### config.mk
export PLATFORM = sky130hd
export DESIGN_NAME = hwmon_host_regs_and_alarms
export DESIGN_NICKNAME = d
export VERILOG_FILES = /design/src/rtl/hwmon_pkg.sv /design/src/rtl/hwmon_host_regs_and_alarms.sv /design/src/rtl/ovt_channel.sv
export SDC_FILE = /design/constraint.sdc
export NUM_CORES = 1
export LEC_CHECK = 0
export ABC_AREA = 1
export BUFFER_PORTS_ARGS = -buffer_cell sky130_fd_sc_hd__buf_2
export CORE_ASPECT_RATIO = 1.75
export CORE_MARGIN = 2
export CORE_UTILIZATION = 63
export CTS_CLUSTER_SIZE = 28
export DETAILED_ROUTE_END_ITERATION = 8
export PLACE_DENSITY = 0.77
export SLEW_MARGIN = 20
export SYNTH_ARGS = -nofsm -noshare
export SYNTH_HDL_FRONTEND = slang
export SYNTH_SLANG_ARGS = --single-unit
### constraint.sdc
create_clock -name clk_sys -period 3.04 [get_ports clk_sys]
set_input_delay 0.608 -clock clk_sys [delete_from_list [all_inputs] [get_ports clk_sys]]
set_output_delay 0.608 -clock clk_sys [all_outputs]
set_load 0.02 [all_outputs]
### src/rtl/hwmon_pkg.sv
package hwmon_pkg;
   // ****************
   // Ports and indices
   // ****************
   localparam logic [2:0] port_index = 3'h5;
   localparam logic [2:0] port_data = 3'h6;
   localparam logic [6:0] idx_config = 7'h40;
   localparam logic [6:0] idx_flags_low = 7'h41;
   localparam logic [6:0] idx_flags_high = 7'h42;
   localparam logic [6:0] idx_mask_low = 7'h43;
   localparam logic [6:0] idx_mask_high = 7'h44;
   localparam logic [6:0] idx_unused = 7'h45;
   localparam logic [6:0] idx_intrusion_clear = 7'h46;
   localparam logic [6:0] idx_two_wire_addr = 7'h48;
   localparam logic [6:0] idx_ovt_mode = 7'h52;
   localparam logic [6:0] idx_post_top = 7'h1f;
   localparam logic [6:0] idx_value_low = 7'h60;
   localparam logic [6:0] idx_value_top = 7'h7f;
   // ****************
   // Field positions
   // ****************
   localparam int cfg_soft_reset = 7;
   localparam int cfg_beep_low = 6;
   localparam int cfg_smi_hold = 3;
   localparam int cfg_smi_enable = 1;
   localparam int cfg_start = 0;
   localparam int busy_bit = 7;
   localparam int intrusion_clear_bit = 7;
   localparam int ovt_mode_bit = 1;
   localparam int flag_intrusion = 4;
   // ****************
   // Reset values
   // ****************
   localparam logic [7:0] config_reset = 8'h01;
   localparam logic [7:0] mask_reset = 8'h00;
   localparam logic [6:0] two_wire_addr_reset = 7'h2d;
   localparam logic [7:0] mask_high_used = 8'h3f;

   typedef struct packed {
      logic rd;
      logic wr;
      logic [2:0] addr;
      logic [7:0] wdata;
   } host_req_s;

   typedef struct packed {
      logic over_limit;
      logic below_hyst;
   } temp_cmp_s;
endpackage

### src/rtl/hwmon_host_regs_and_alarms.sv
`timescale 1ns/1ps
// Contract
// - Bit 1 of index 52h in banks 1 and 2 picks over-temp mode.
// - Comparator mode: alarm on over limit, drop below hysteresis.
// - Interrupt mode: over limit latches alarm until sensor register read.
// - After read-clear, falling below hysteresis latches alarm again.
// - After read-clear, no reassert while above hysteresis.
// - Index port bit 7 is busy; set by index write or serial activity.
// - Busy clears on data access, or when serial transaction ends.
// - Index port bits 6:0 are a pointer, reset zero.
// - Data port reads and writes the register at the pointer.
// - Access at 41h, 43h, 45h moves pointer to the next index.
// - Ranges 00h-1Fh and 60h-7Fh auto-increment, saturating at top.
// - Config bit 7 restores defaults except serial address; self-clears.
// - Config bit 6 drives the beep pin low.
// - Config bit 3 halts monitoring and interrupt, keeps status.
// - Config bit 1 enables the interrupt output.
// - Config bit 0 starts monitoring; zero is standby.
// - Clearing enables does not release an active interrupt pin.
// - Status 1 flags tach_two, tach_one, temp2, temp1, +5, +3.3, spare, core.
// - Status 2 flags temp3, intrusion, tach_three, -5, -12, +12; top zero.
// - Mask bits set keep matching status from the interrupt.
// - Intrusion clear bit 7 clears latched intrusion, then self-clears.
// - Reading a status register clears its pending events.
module hwmon_host_regs_and_alarms
   import hwmon_pkg::*;
(
   // Clock and reset
   input wire logic clk_sys,
   input wire logic rst,
   // Host port access, one-cycle strobes
   input wire hwmon_pkg::host_req_s host_req,
   output logic [7:0] host_rdata,
   // Serial bus activity, from pin logic
   input wire logic serial_busy,
   // Monitoring events, one-cycle pulses; intrusion is a level
   input wire logic [7:0] event_low,
   input wire logic [5:0] event_high,
   input wire logic intrusion_level,
   // Sensor 2 and 3 comparisons
   input wire hwmon_pkg::temp_cmp_s temp_two_cmp,
   input wire hwmon_pkg::temp_cmp_s temp_three_cmp,
   input wire logic temp_sensor_read,
   // Outputs, active low
   output logic over_temp_alarm_out_n,
   output logic system_mgmt_irq_out_n,
   output logic beep_gp_out_pin_n,
   // Monitoring run state
   output logic monitor_running
);
   import hwmon_pkg::*;

   // ****************
   // State
   // ****************
   typedef struct packed {
      logic [1:0] ser_sync;
      logic [1:0] intr_sync;
      logic busy_host;
      logic [6:0] pointer;
      logic [7:0] cfg;
      logic [7:0] flags_low;
      logic [7:0] flags_high;
      logic [7:0] mask_low;
      logic [7:0] mask_high;
      logic [6:0] two_wire_addr;
      logic [1:0] ovt_mode;
      logic irq;
      logic [7:0] rdata;
   } regs_state_s;

   regs_state_s q;
   regs_state_s next_q;
   logic [7:0] post_ram [0:31];
   logic [7:0] value_ram [0:31];
   logic data_access;
   logic [7:0] sel_data;
   logic run;
   logic ser_busy_s;
   logic [1:0] alarm;
   logic [7:0] pending_low;
   logic [5:0] pending_high;

   assign ser_busy_s = q.ser_sync[1];
   assign data_access = (host_req.rd || host_req.wr) && host_req.addr == port_data;
   assign run = q.cfg[cfg_start] && !q.cfg[cfg_smi_hold];

   // ****************
   // Read mux
   // ****************
   always_comb begin
      sel_data = 8'h00;
      if (q.pointer <= idx_post_top) begin
         sel_data = post_ram[q.pointer[4:0]];
      end else if (q.pointer >= idx_value_low) begin
         sel_data = value_ram[q.pointer[4:0]];
      end else begin
         unique case (q.pointer)
            idx_config: sel_data = q.cfg;
            idx_flags_low: sel_data = q.flags_low;
            idx_flags_high: sel_data = {2'b00, q.flags_high[5:0]};
            idx_mask_low: sel_data = q.mask_low;
            idx_mask_high: sel_data = q.mask_high & mask_high_used;
            idx_two_wire_addr: sel_data = {1'b0, q.two_wire_addr};
            idx_ovt_mode: sel_data = {6'h00, q.ovt_mode[0], 1'b0};
            default: sel_data = 8'h00;
         endcase
      end
   end

   // ****************
   // Main update
   // ****************
   always_comb begin
      next_q = q;
      pending_low = event_low;
      pending_high = event_high;
      next_q.ser_sync = {q.ser_sync[0], serial_busy};
      next_q.intr_sync = {q.intr_sync[0], intrusion_level};
      pending_high[flag_intrusion] = event_high[flag_intrusion] || q.intr_sync[1];
      // Index port
      if (host_req.wr && host_req.addr == port_index) begin
         next_q.pointer = host_req.wdata[6:0];
         next_q.busy_host = 1'b1;
      end
      if (host_req.rd && host_req.addr == port_index) begin
         next_q.rdata = {q.busy_host || ser_busy_s, q.pointer};
      end
      // Data port
      if (data_access) begin
         next_q.busy_host = 1'b0;
         if (host_req.rd) begin
            next_q.rdata = sel_data;
            if (q.pointer == idx_flags_low) begin
               next_q.flags_low = 8'h00;
            end
            if (q.pointer == idx_flags_high) begin
               next_q.flags_high = 8'h00;
            end
         end
         if (host_req.wr) begin
            unique case (q.pointer)
               idx_config: next_q.cfg = host_req.wdata;
               idx_mask_low: next_q.mask_low = host_req.wdata;
               idx_mask_high: next_q.mask_high = host_req.wdata & mask_high_used;
               idx_two_wire_addr: next_q.two_wire_addr = host_req.wdata[6:0];
               idx_ovt_mode: next_q.ovt_mode = {2{host_req.wdata[ovt_mode_bit]}};
               idx_intrusion_clear: begin
                  // Bit self-clears, so it always reads back zero
                  if (host_req.wdata[intrusion_clear_bit]) begin
                     next_q.flags_high[flag_intrusion] = 1'b0;
                  end
               end
               default: begin
               end
            endcase
         end
         // Pointer advance
         if (q.pointer == idx_flags_low || q.pointer == idx_mask_low
               || q.pointer == idx_unused) begin
            next_q.pointer = q.pointer + 7'h01;
         end else if ((q.pointer < idx_post_top)
               || (q.pointer >= idx_value_low && q.pointer < idx_value_top)) begin
            next_q.pointer = q.pointer + 7'h01;
         end
      end
      // Status flags: a new event wins over a read clear
      if (run) begin
         next_q.flags_low = next_q.flags_low | pending_low;
         next_q.flags_high = next_q.flags_high | {2'b00, pending_high};
      end
      // Interrupt: enable and hold gate new assertions only; release waits for no unmasked flags
      if (q.cfg[cfg_smi_enable] && !q.cfg[cfg_smi_hold]
            && (|(q.flags_low & ~q.mask_low)
            || |(q.flags_high[5:0] & ~q.mask_high[5:0]))) begin
         next_q.irq = 1'b1;
      end else if (!(|(q.flags_low & ~q.mask_low))
            && !(|(q.flags_high[5:0] & ~q.mask_high[5:0]))) begin
         next_q.irq = 1'b0;
      end
      // Soft reset keeps the serial address
      if (data_access && host_req.wr && q.pointer == idx_config
            && host_req.wdata[cfg_soft_reset]) begin
         next_q.cfg = config_reset;
         next_q.flags_low = 8'h00;
         next_q.flags_high = 8'h00;
         next_q.mask_low = mask_reset;
         next_q.mask_high = mask_reset;
         next_q.ovt_mode = 2'b00;
         next_q.irq = 1'b0;
      end
   end

   always_ff @(posedge clk_sys) begin
      if (rst) begin
         q <= '{ser_sync: 2'b00, intr_sync: 2'b00, busy_host: 1'b0, pointer: 7'h00,
            cfg: config_reset, flags_low: 8'h00, flags_high: 8'h00,
            mask_low: mask_reset, mask_high: mask_reset,
            two_wire_addr: two_wire_addr_reset, ovt_mode: 2'b00, irq: 1'b0,
            rdata: 8'h00};
      end else begin
         q <= next_q;
      end
   end

   // ****************
   // Scratch memories
   // ****************
   always_ff @(posedge clk_sys) begin
      if (data_access && host_req.wr && q.pointer <= idx_post_top) begin
         post_ram[q.pointer[4:0]] <= host_req.wdata;
      end
      if (data_access && host_req.wr && q.pointer >= idx_value_low) begin
         value_ram[q.pointer[4:0]] <= host_req.wdata;
      end
   end

   // ****************
   // Over-temperature channels
   // ****************
   genvar g;
   generate
      for (g = 0; g < 2; g++) begin : gen_ovt
         ovt_channel u_ovt (
            .clk_sys(clk_sys),
            .rst(rst),
            .run(run),
            .comparator_mode(!q.ovt_mode[0]),
            .sensor_read(temp_sensor_read),
            .cmp(g == 0 ? temp_two_cmp : temp_three_cmp),
            .alarm(alarm[g])
         );
      end
   endgenerate

   assign host_rdata = q.rdata;
   assign over_temp_alarm_out_n = !(|alarm);
   assign system_mgmt_irq_out_n = !q.irq;
   assign beep_gp_out_pin_n = !q.cfg[cfg_beep_low];
   assign monitor_running = run;
endmodule

### src/rtl/ovt_channel.sv
`timescale 1ns/1ps
module ovt_channel
   import hwmon_pkg::*;
(
   // Clock and reset
   input wire logic clk_sys,
   input wire logic rst,
   // Control
   input wire logic run,
   input wire logic comparator_mode,
   input wire logic sensor_read,
   input wire hwmon_pkg::temp_cmp_s cmp,
   // Alarm
   output logic alarm
);
   import hwmon_pkg::*;

   typedef enum logic [1:0] {
      st_idle = 2'b00,
      st_hot = 2'b01,
      st_cleared_hot = 2'b10
   } ovt_e;

   typedef struct packed {
      ovt_e st;
      logic alarm;
   } ovt_state_s;

   ovt_state_s q;
   ovt_state_s next_q;

   always_comb begin
      next_q = q;
      if (comparator_mode) begin
         next_q.st = st_idle;
         if (run && cmp.over_limit) begin
            next_q.alarm = 1'b1;
         end else if (run && cmp.below_hyst) begin
            next_q.alarm = 1'b0;
         end
      end else begin
         if (sensor_read) begin
            next_q.alarm = 1'b0;
         end
         unique case (q.st)
            st_idle: begin
               if (run && cmp.over_limit) begin
                  next_q.alarm = 1'b1;
                  next_q.st = st_hot;
               end
            end
            st_hot: begin
               if (sensor_read) begin
                  next_q.st = st_cleared_hot;
               end
            end
            st_cleared_hot: begin
               // Staying above hysteresis never re-arms
               if (run && cmp.below_hyst) begin
                  next_q.alarm = 1'b1;
                  next_q.st = st_idle;
               end
            end
            default: begin
               next_q.st = st_idle;
            end
         endcase
      end
   end

   always_ff @(posedge clk_sys) begin
      if (rst) begin
         q <= '{st: st_idle, alarm: 1'b0};
      end else begin
         q <= next_q;
      end
   end

   assign alarm = q.alarm;
endmodule

==> impl_metrics.csv, run 1 <==
group,metric,value,unit
status,status,"completed",
detailed_routing,vias,18500,
sta,rsz0062_at_grt,"false",
final_layout,mostFrequentLayoutCell,"nand2_1",
final_layout,areaGrowthSynthToFinish,9.34,%
detailed_routing,ant_nets,0,
power,combPwrFrac,7.7,%
flow_run,cap_violations,0,
grt,grt_pass1_vias,18000,
floorplanning,die_x,156,um
power,p_sw,3.79,mW
critical_path,start_kind,"flop",
clock_tree,root_buffer,"clkbuf_16",
placed_design,hpwl,44600,um
floorplanning,die-area,42300,um2
yosys,synth_nets,2620,
power,p_int,12.8,mW
floorplanning,initial_utilization,63.9,%
critical_path,end_kind,"flop",
detailed_routing,drtPass1Iterations,6,
yosys,syn_area,25600,um2
yosys,syn_area_per_cell,9.92,um2
clock_tree,cts_resized,0,
critical_path,cp.arrival,3.16,ns
clock_tree,post_cts_buffers,0,
power,cellLeakagePower,11.2,nW
grt,track_usage,32.9,%
clock_tree,insertion_delay,0.58,ns
final_layout,layout_common_cells,"779 x nand2_1, 512 x edfxtp_1, 290 x nor2_1",
sta,layout_setup_ws,0.125,ns
final_layout,multiInputGateArea,6880,um2
placed_design,routabilityCongestion,0.977,
clock_tree,ctsHoldBuffers,0,
placed_design,post-place-ws,0.222,ns
sta,maxSlewViolCount,0,
grt,grt_pass1_wl,104000,um
clock_tree,cts-htree-levels,2,
power,p_per_area,592,nW/um2
yosys,ys_ff_latch,583,
grt,grt_antenna_before_repair,1,
final_layout,drive_above_1_share,9.37,%
detailed_routing,drt-total-wl,68400,um
power,swShare,22.9,%
floorplanning,num_rows,97,
grt,grt-ovfl-total,0,
sta,hold_violations,0,
clock_tree,clockBufferDepth,3,
sta,finalSetupTns,0,ns
yosys,ys.flop_type,"edfxtp_1",
final_layout,fill_cells,2963,
grt,grt_start_max_net_pins,129,
sta,slew_headroom,28.4,%
floorplanning,ios,48,
sta,worst_pin_slew,1.07,ns
yosys,synth_cells,2580,
clock_tree,cts_buffers,49,
yosys,synthArstFlopShare,0,%
yosys,netlist-cell-type-count,41,
detailed_routing,routedWlPerCell,21.7,um
yosys,yosysWarningCount,0,
sta,period_share,95.9,%
yosys,synth-edff-count,512,
sta,fmax,343,MHz
floorplanning,die_y,271,um
sta,setup_viol,0,
detailed_routing,vias_per_cell,5.86,
critical_path,regToRegSetupSlack,0.12,ns
clock_tree,cts_tree,"done",
power,pwr-share-seq,52.8,%
floorplanning,fp.coreArea,40100,um2
placed_design,portBuffers,47,
detailed_routing,drc_errors,0,
critical_path,crit_type,"reg2reg",
critical_path,critPathMaxFanout,35,
power,vdd.ir_drop.worst,0.000904,V
hold_path,hold_class,"in2reg",
yosys,synth_seq_area_share,65.6,%
placed_design,placed_cells,3065,
sta,fin_crit,2.92,ns
detailed_routing,drt-initial-drc-count,2088,
clock_tree,clkTransAtPathRegs,0.07,ns
power,clkPwrFrac,39.6,%
sta,skew,0.0200,ns
critical_path,cp.required,3.28,ns
clock_tree,clock-sinks,583,
final_layout,nets,2661,
final_layout,fin_cells,3153,
final_layout,ff_latch_area,16800,um2
[area by class of cell]
| type | count | area share (%) |
|---|---|---|
| inverters | 276 | 3.76 |
| clock inverters | 31 | 1.29 |
| diodes | 1 | 0.00894 |
| flip-flops and latches | 583 | 60.0 |
| clock buffers | 56 | 4.66 |
| well taps | 495 | 2.21 |
| multi-input cells | 1589 | 24.6 |
| repair buffers | 122 | 3.48 |
[cells by family (layout without fill, tap and decap cells)]
family | Yosys count | in the layout | share of synthesized area (%)
xor gates and xnor gates | 1 | 1 | 0.0342
muxes | 1 | 1 | 0.0440
and+or+nand+nor | 1320 | 1320 | 21.2
AOI/OAI and AO/OA | 263 | 263 | 5.37
adders and majority gates | 4 | 4 | 0.195
buffers and inverters | 408 | 485 | 7.54
DFF | 583 | 583 | 65.6
other | 0 | 1 | 0
[metal layers]
| layer | track usage (%) | vias up | routed length, um |
|---|---|---|---|
| li1 | - | 8543 | - |
| met4 | 18.9 | 0 | 4490 |
| met3 | 3.94 | 239 | 5470 |
| met2 | 56.0 | 1000 | 34400 |
| met5 | 0 | - | 0 |
| met1 | 40.3 | 8710 | 24000 |
[power groups by stage]
stage	Clock (mW)	Combinational (mW)	Sequential, mW
finish	6.57	1.27	8.75
detailed placement	0	1.24	8.92
floorplan	0	0.755	8.91
global placement	0	1.22	8.92
global route	6.87	1.36	8.75
CTS	6.59	1.25	8.75
[critical path, cell delays in order (launching register included)]
cell and delay [ns]:
dfxtp_4 0.47, buf_4 0.40, nand3_1 0.25, nor2_1 0.15, nand3_1 0.09, nand2_1 0.10
nor2_2 0.07, inv_2 0.63, nor2_1 0.37
[path summary, 6_finish.rpt]
check | startpoint | end | cells after the start
worst min-delay path | serial_busy | next_q[69] | 3
worst max-delay path | q[58] | post_ram[21][3] | 8
worst max register to register | q[58] | post_ram[21][3] | 8
worst min register to register | next_q[67] | q[67] | 2
[cells in the mapped netlist, types with 2 or more instances]
cell type    n  share of area, %
nand2_1    779                11
edfxtp_1   512                60
nor2_1     290               4.3
inv_1      258               3.8
nand3_1    189               3.7
a21oi_1    124               2.4
dfxtp_1     71               5.6
o21ai_0     64               1.3
o21ai_1     45              0.88
buf_2       43              0.84
buf_4       35               1.0
buf_6       25               1.1
clkbuf_1    21              0.31
nor3_1      20              0.39
o22ai_1     17              0.42
inv_2       14              0.21
nor2_4       9              0.40
buf_1        7              0.10
nand2_2      7              0.17
nor3_2       7              0.27
nand2_4      5              0.22
nand4_1      5              0.12
nor2_2       5              0.12
ha_1         4              0.20
o211ai_1     4              0.12
a211oi_1     2             0.059
inv_4        2             0.049
inv_6        2             0.068
nor4_1       2             0.049
[metrics by stage]
step                util, %  area [um2]  hold WS (ns)  power (mW)
global route           69.9       28000         0.231        17.0
detailed placement     65.7       26300         0.411        10.2
CTS                    69.9       28000         0.227        16.6
finish                 69.9       28000         0.236        16.6
floorplan                 -       25600         0.388        9.67
global placement       65.7       26300         0.404        10.1
[registers in the layout, indices dropped and copies added, names as in the netlist]
signal,cells
next_q,2
post_ram,256
gen_ovt.u_ovt.alarm,2
gen_ovt.u_ovt.q,4
value_ram,256
host_rdata,8
q,55
Power figures use the tool's default switching activity.
==> run 2, diff against run 1 <==
--- a/config.mk
+++ b/config.mk
@@ -7,7 +7,7 @@
 export LEC_CHECK = 0
 export ABC_AREA = 1
 export BUFFER_PORTS_ARGS = -buffer_cell sky130_fd_sc_hd__buf_2
-export CORE_ASPECT_RATIO = 1.75
+export CORE_ASPECT_RATIO = 1.2
 export CORE_MARGIN = 2
 export CORE_UTILIZATION = 63
 export CTS_CLUSTER_SIZE = 28
==> run 2 against run 1 <==
Compared with the run above: register-to-register slack better by 0.10 ns; via count is 0.34% higher; combinational power hardly changed; critical path depth is 1 higher; maximum frequency is 3.6% higher; non-clock buffer count is 15 lower; global-route usage is 0.55 points lower; core utilization is 0.24 points lower; critical endpoint is now post_ram[17][6]; largest cell class unchanged; largest power group unchanged.
==> impl_metrics.csv, run 2 (same netlist as run 1, synthesis figures left out) <==
group,metric,value,unit
floorplanning,fp.coreArea,39900,um2
placed_design,place_area,26200,um2
final_layout,areaGrowthSynthToFinish,8.66,%
sta,maxSlewViolCount,0,
critical_path,path_cells,"ha_1, inv_1, nor2_1, inv_1, nand3_1, nand2_1, nor2_2, inv_2, nor2_1",
detailed_routing,drt-total-wl,67500,um
floorplanning,ios,48,
grt,grt_pass1_vias,18000,
clock_tree,clkTransAtPathRegs,0.07,ns
power,cellLeakagePower,11.1,nW
critical_path,end_kind,"flop",
placed_design,portBuffers,47,
critical_path,crit_type,"reg2reg",
final_layout,nets,2650,
clock_tree,cts_buffers,53,
sta,fmax,355,MHz
sta,skew,0.0159,ns
sta,rsz0062_at_grt,"false",
clock_tree,cts_resized,0,
clock_tree,clock-sinks,583,
grt,grt-ovfl-total,0,
placed_design,routabilityCongestion,0.968,
grt,grt_start_max_net_pins,135,
status,status,"completed",
critical_path,cp.required,3.26,ns
grt,grt_pass1_wl,103000,um
hold_path,min_to,"next_q[67]",
detailed_routing,drc_errors,0,
final_layout,mostFrequentLayoutCell,"nand2_1",
floorplanning,num_rows,80,
final_layout,drive_above_1_share,8.75,%
critical_path,reg2reg_to,"post_ram[17][6]",
clock_tree,root_buffer,"clkbuf_16",
placed_design,placed_cells,3088,
detailed_routing,ant_nets,0,
detailed_routing,drt-initial-drc-count,2418,
critical_path,regToRegSetupSlack,0.23,ns
hold_path,hold_class,"in2reg",
clock_tree,cts_tree,"done",
power,power.total,16.3,mW
sta,hold_violations,0,
final_layout,design_area,27800,um2
sta,slew_headroom,38.5,%
critical_path,r2r-start,"q[58]",
detailed_routing,vias_per_cell,5.83,
flow_run,cap_violations,0,
detailed_routing,drtPass1Iterations,6,
clock_tree,insertion_delay,0.59,ns
floorplanning,die-area,42300,um2
floorplanning,initial_utilization,64.1,%
sta,setup_viol,0,
floorplanning,die_x,188,um
sta,period_share,92.5,%
power,p_per_area,586,nW/um2
hold_path,hold_depth,3,
grt,track_usage,32.3,%
critical_path,reg2reg_depth,9,
clock_tree,post_cts_buffers,0,
critical_path,max_stage_delay,0.67,ns
critical_path,critPathSlowestCell,"nor2_1",
hold_path,hold_path.startpoint,"intrusion_level",
final_layout,layout_common_cells,"779 x nand2_1, 512 x edfxtp_1, 290 x nor2_1",
sta,fin_crit,2.81,ns
placed_design,hpwl,43500,um
clock_tree,clockBufferDepth,3,
critical_path,critPathMaxFanout,30,
clock_tree,cts-htree-levels,2,
sta,finalSetupTns,0,ns
sta,worst_pin_slew,0.923,ns
detailed_routing,routedWlPerCell,21.2,um
floorplanning,die_y,225,um
power,vdd.ir_drop.worst,0.000493,V
grt,grt_antenna_before_repair,0,
critical_path,start_kind,"flop",
critical_path,cp.arrival,3.03,ns
detailed_routing,vias,18600,
clock_tree,ctsHoldBuffers,0,
final_layout,n_antenna_cell,0,
final_layout,fin_cells,3185,
## run 2: changes by cell type in the layout (fill, tap and decap cells not counted), sizes merged
cell,previous run,this run
buf,122,107
clkinv,16,28
clkbuf,56,65
bufinv,8,2
clkinvlp,5,1
diode,1,0
inv,278,277
## run 2: final cells by class
cell class | count | area, um2
clock inverters | 32 | 195
repair buffers | 107 | 811
well taps | 533 | 667
fillers | 2878 | 12100
clock buffers | 65 | 1410
multi-input cells | 1589 | 6880
flip-flops and latches | 583 | 16800
inverters | 276 | 1050
## run 2: how the worst max path moves through the flow
stage,startpoint,end,slack (ns)
final,q[58],post_ram[17][6],0.23
after global routing,q[58],post_ram[2][1],0.12
after CTS,q[58],post_ram[26][0],0.30
after detailed placement,host_req[8],post_ram[26][0],0.31
after global placement,host_req[8],post_ram[2][5],0.36
after floorplan,host_req[8],post_ram[11][0],0.63
## run 2: metal layers
| metal | up-vias | track usage (%) | share of wire (%) |
|---|---|---|---|
| li1 | 8531 | - | - |
| met1 | 8740 | 41.2 | 37 |
| met2 | 1060 | 53.1 | 48 |
| met3 | 223 | 7.08 | 10 |
| met4 | 0 | 15.3 | 5.2 |
| met5 | - | 0 | 0 |
## run 2: stage by stage
step / worst slack [ns] / util [%] / hold WS, ns
global route: 0.115 / 69.7 / 0.243
global placement: 0.362 / 65.6 / 0.406
finish: 0.227 / 69.7 / 0.236
floorplan: 0.625 / - / 0.388
detailed placement: 0.309 / 65.6 / 0.405
CTS: 0.302 / 69.7 / 0.220
## run 2: power by group
| group | leakage, nW | internal (mW) | total [mW] | switching (mW) |
|---|---|---|---|---|
| combinational | 5.12 | 0.313 | 1.26 | 0.947 |
| sequential | 5.18 | 8.72 | 8.75 | 0.0285 |
| clock | 0.792 | 3.46 | 6.29 | 2.83 |
| total | 11.1 | 12.5 | 16.3 | 3.81 |
## run 2: worst max-delay path: cells and delay by family, from the launching register on
| kind | cells | cell delay (ns) |
|---|---|---|
| fa+ha+maj | 1 | 0.32 |
| buf+inv | 3 | 0.53 |
| flops | 1 | 0.44 |
| simple gates | 5 | 1.13 |
==> run 3, diff against run 2 <==
--- a/config.mk
+++ b/config.mk
@@ -12,7 +12,8 @@
 export CORE_UTILIZATION = 63
 export CTS_CLUSTER_SIZE = 28
 export DETAILED_ROUTE_END_ITERATION = 8
-export PLACE_DENSITY = 0.77
+export PLACE_DENSITY = 0.86
+export SETUP_SLACK_MARGIN = 0.2
 export SLEW_MARGIN = 20
 export SYNTH_ARGS = -nofsm -noshare
 export SYNTH_HDL_FRONTEND = slang
==> run 3 against run 2 <==
Compared with the run above: global-route usage rose by 0.16 points; final cell count up 0.44%; clock power increased by 7.0%; total power up 2.7%; critical path type unchanged; combinational power about the same; first-iteration DRC count is 18% higher; largest power group unchanged; core utilization rose by 0.57 points; sequential share of layout area decreased by 0.49 points.
==> impl_metrics.csv, run 3 (same netlist as run 1, synthesis figures left out) <==
group,metric,value,unit
status,status,"completed",
power,power.total,16.7,mW
critical_path,cp.arrival,3.05,ns
detailed_routing,vias_per_cell,6.05,
final_layout,fin_util,70.2,%
sta,maxSlewViolCount,0,
detailed_routing,drt-total-wl,68900,um
final_layout,multiInputGateArea,6880,um2
critical_path,start_kind,"flop",
placed_design,place_area,26300,um2
grt,track_usage,32.5,%
critical_path,cp.required,3.25,ns
grt,grt_pass1_wl,104000,um
detailed_routing,vias,19300,
clock_tree,clkTransAtPathRegs,0.06,ns
clock_tree,root_buffer,"clkbuf_16",
final_layout,design_area,28000,um2
critical_path,critical_path.top_delay_family,"simple AND/OR/NAND/NOR gates",
clock_tree,insertion_delay,0.58,ns
floorplanning,die_x,188,um
power,p_per_area,597,nW/um2
hold_path,hold_class,"in2reg",
clock_tree,clockBufferDepth,3,
floorplanning,ios,48,
final_layout,mostFrequentLayoutCell,"nand2_1",
final_layout,areaGrowthSynthToFinish,9.55,%
sta,period_share,93.6,%
placed_design,portBuffers,47,
critical_path,path_cells,"nand2_4, nor2_1, inv_1, nand3_1, nand2_1, nor2_2, inv_2, nor2_1",
flow_run,cap_violations,0,
clock_tree,cts_resized,0,
detailed_routing,drc_errors,0,
detailed_routing,drt-initial-drc-count,2843,
final_layout,nets,2664,
placed_design,routabilityCongestion,0.991,
floorplanning,fp.coreArea,39900,um2
clock_tree,cts-htree-levels,2,
critical_path,critPathSlowestCell,"nor2_1",
sta,rsz0062_at_grt,"true",
final_layout,ff_latch_area,16800,um2
detailed_routing,routedWlPerCell,21.5,um
grt,grt_antenna_before_repair,2,
grt,grt-ovfl-total,0,
final_layout,drive_above_1_share,9.53,%
sta,worst_pin_slew,1.08,ns
sta,finalSetupTns,0,ns
sta,setup_viol,0,
critical_path,critPathMaxFanout,30,
clock_tree,post_cts_buffers,0,
clock_tree,ctsHoldBuffers,0,
critical_path,crit_type,"reg2reg",
floorplanning,die-area,42300,um2
grt,grt_start_max_net_pins,136,
power,cellLeakagePower,11.2,nW
critical_path,end_kind,"flop",
final_layout,fill_cells,2617,
placed_design,hpwl,42100,um
final_layout,layout_common_cells,"779 x nand2_1, 512 x edfxtp_1, 289 x nor2_1",
clock_tree,clock-sinks,583,
grt,grt_pass1_vias,18800,
sta,fin_crit,2.84,ns
sta,slew_headroom,27.7,%
clock_tree,cts_buffers,51,
floorplanning,initial_utilization,64.1,%
sta,hold_violations,0,
detailed_routing,ant_nets,0,
sta,skew,0.0142,ns
critical_path,critPathBufInv,2,
power,vdd.ir_drop.worst,0.000513,V
clock_tree,cts_tree,"done",
detailed_routing,drtPass1Iterations,8,
floorplanning,num_rows,80,
sta,fmax,352,MHz
floorplanning,die_y,225,um
critical_path,max_stage_delay,0.66,ns
critical_path,crit_top_cell,"nor2_1",
==> run 3: worst paths after layout <==
check,from,to,slack (ns),cells past startpoint
max,q[60],post_ram[26][3],0.20,8
min reg2reg,next_q[67],q[67],0.41,2
min,serial_busy,next_q[69],0.23,3
max reg2reg,q[60],post_ram[26][3],0.20,8
==> run 3: report_power, final <==
group / total, mW / internal [mW] / switching (mW)
clock network: 6.73 / 3.89 / 2.84
logic: 1.27 / 0.306 / 0.962
registers: 8.75 / 8.72 / 0.0235
total: 16.7 / 12.9 / 3.82
==> run 3: layer usage <==
metal,vias to the layer above,global-route usage (%),part of all wire [%]
met5,-,0,0.013
met4,2,20.4,7.1
met3,332,7.38,13
met2,1518,52.2,46
met1,8945,40.1,34
li1,8543,-,-
==> run 3: area by class of cell <==
class / instances / share of cell area, %
well taps: 533 / 2.38
inverters: 276 / 3.76
clock inverters: 30 / 1.13
diodes: 1 / 0.00892
multi-input cells: 1589 / 24.5
flip-flops and latches: 583 / 59.9
repair buffers: 123 / 3.23
clock buffers: 64 / 5.06
==> run 3: through the flow <==
stage | instances | setup WS (ns) | hold slack (ns)
detailed placement | 3104 | 0.210 | 0.399
floorplan | 2580 | 0.625 | 0.388
CTS | 3198 | 0.247 | 0.224
global placement | 3104 | 0.338 | 0.391
global route | 3198 | 0.108 | 0.251
finish | 3199 | 0.195 | 0.234
==> run 3: worst register-to-register path: cells and delay by family, from the launching register on <==
family	cells	cell delay (ns)
and+or+nand+nor	6	1.39
DFF	1	0.62
buffers and inverters	2	0.47
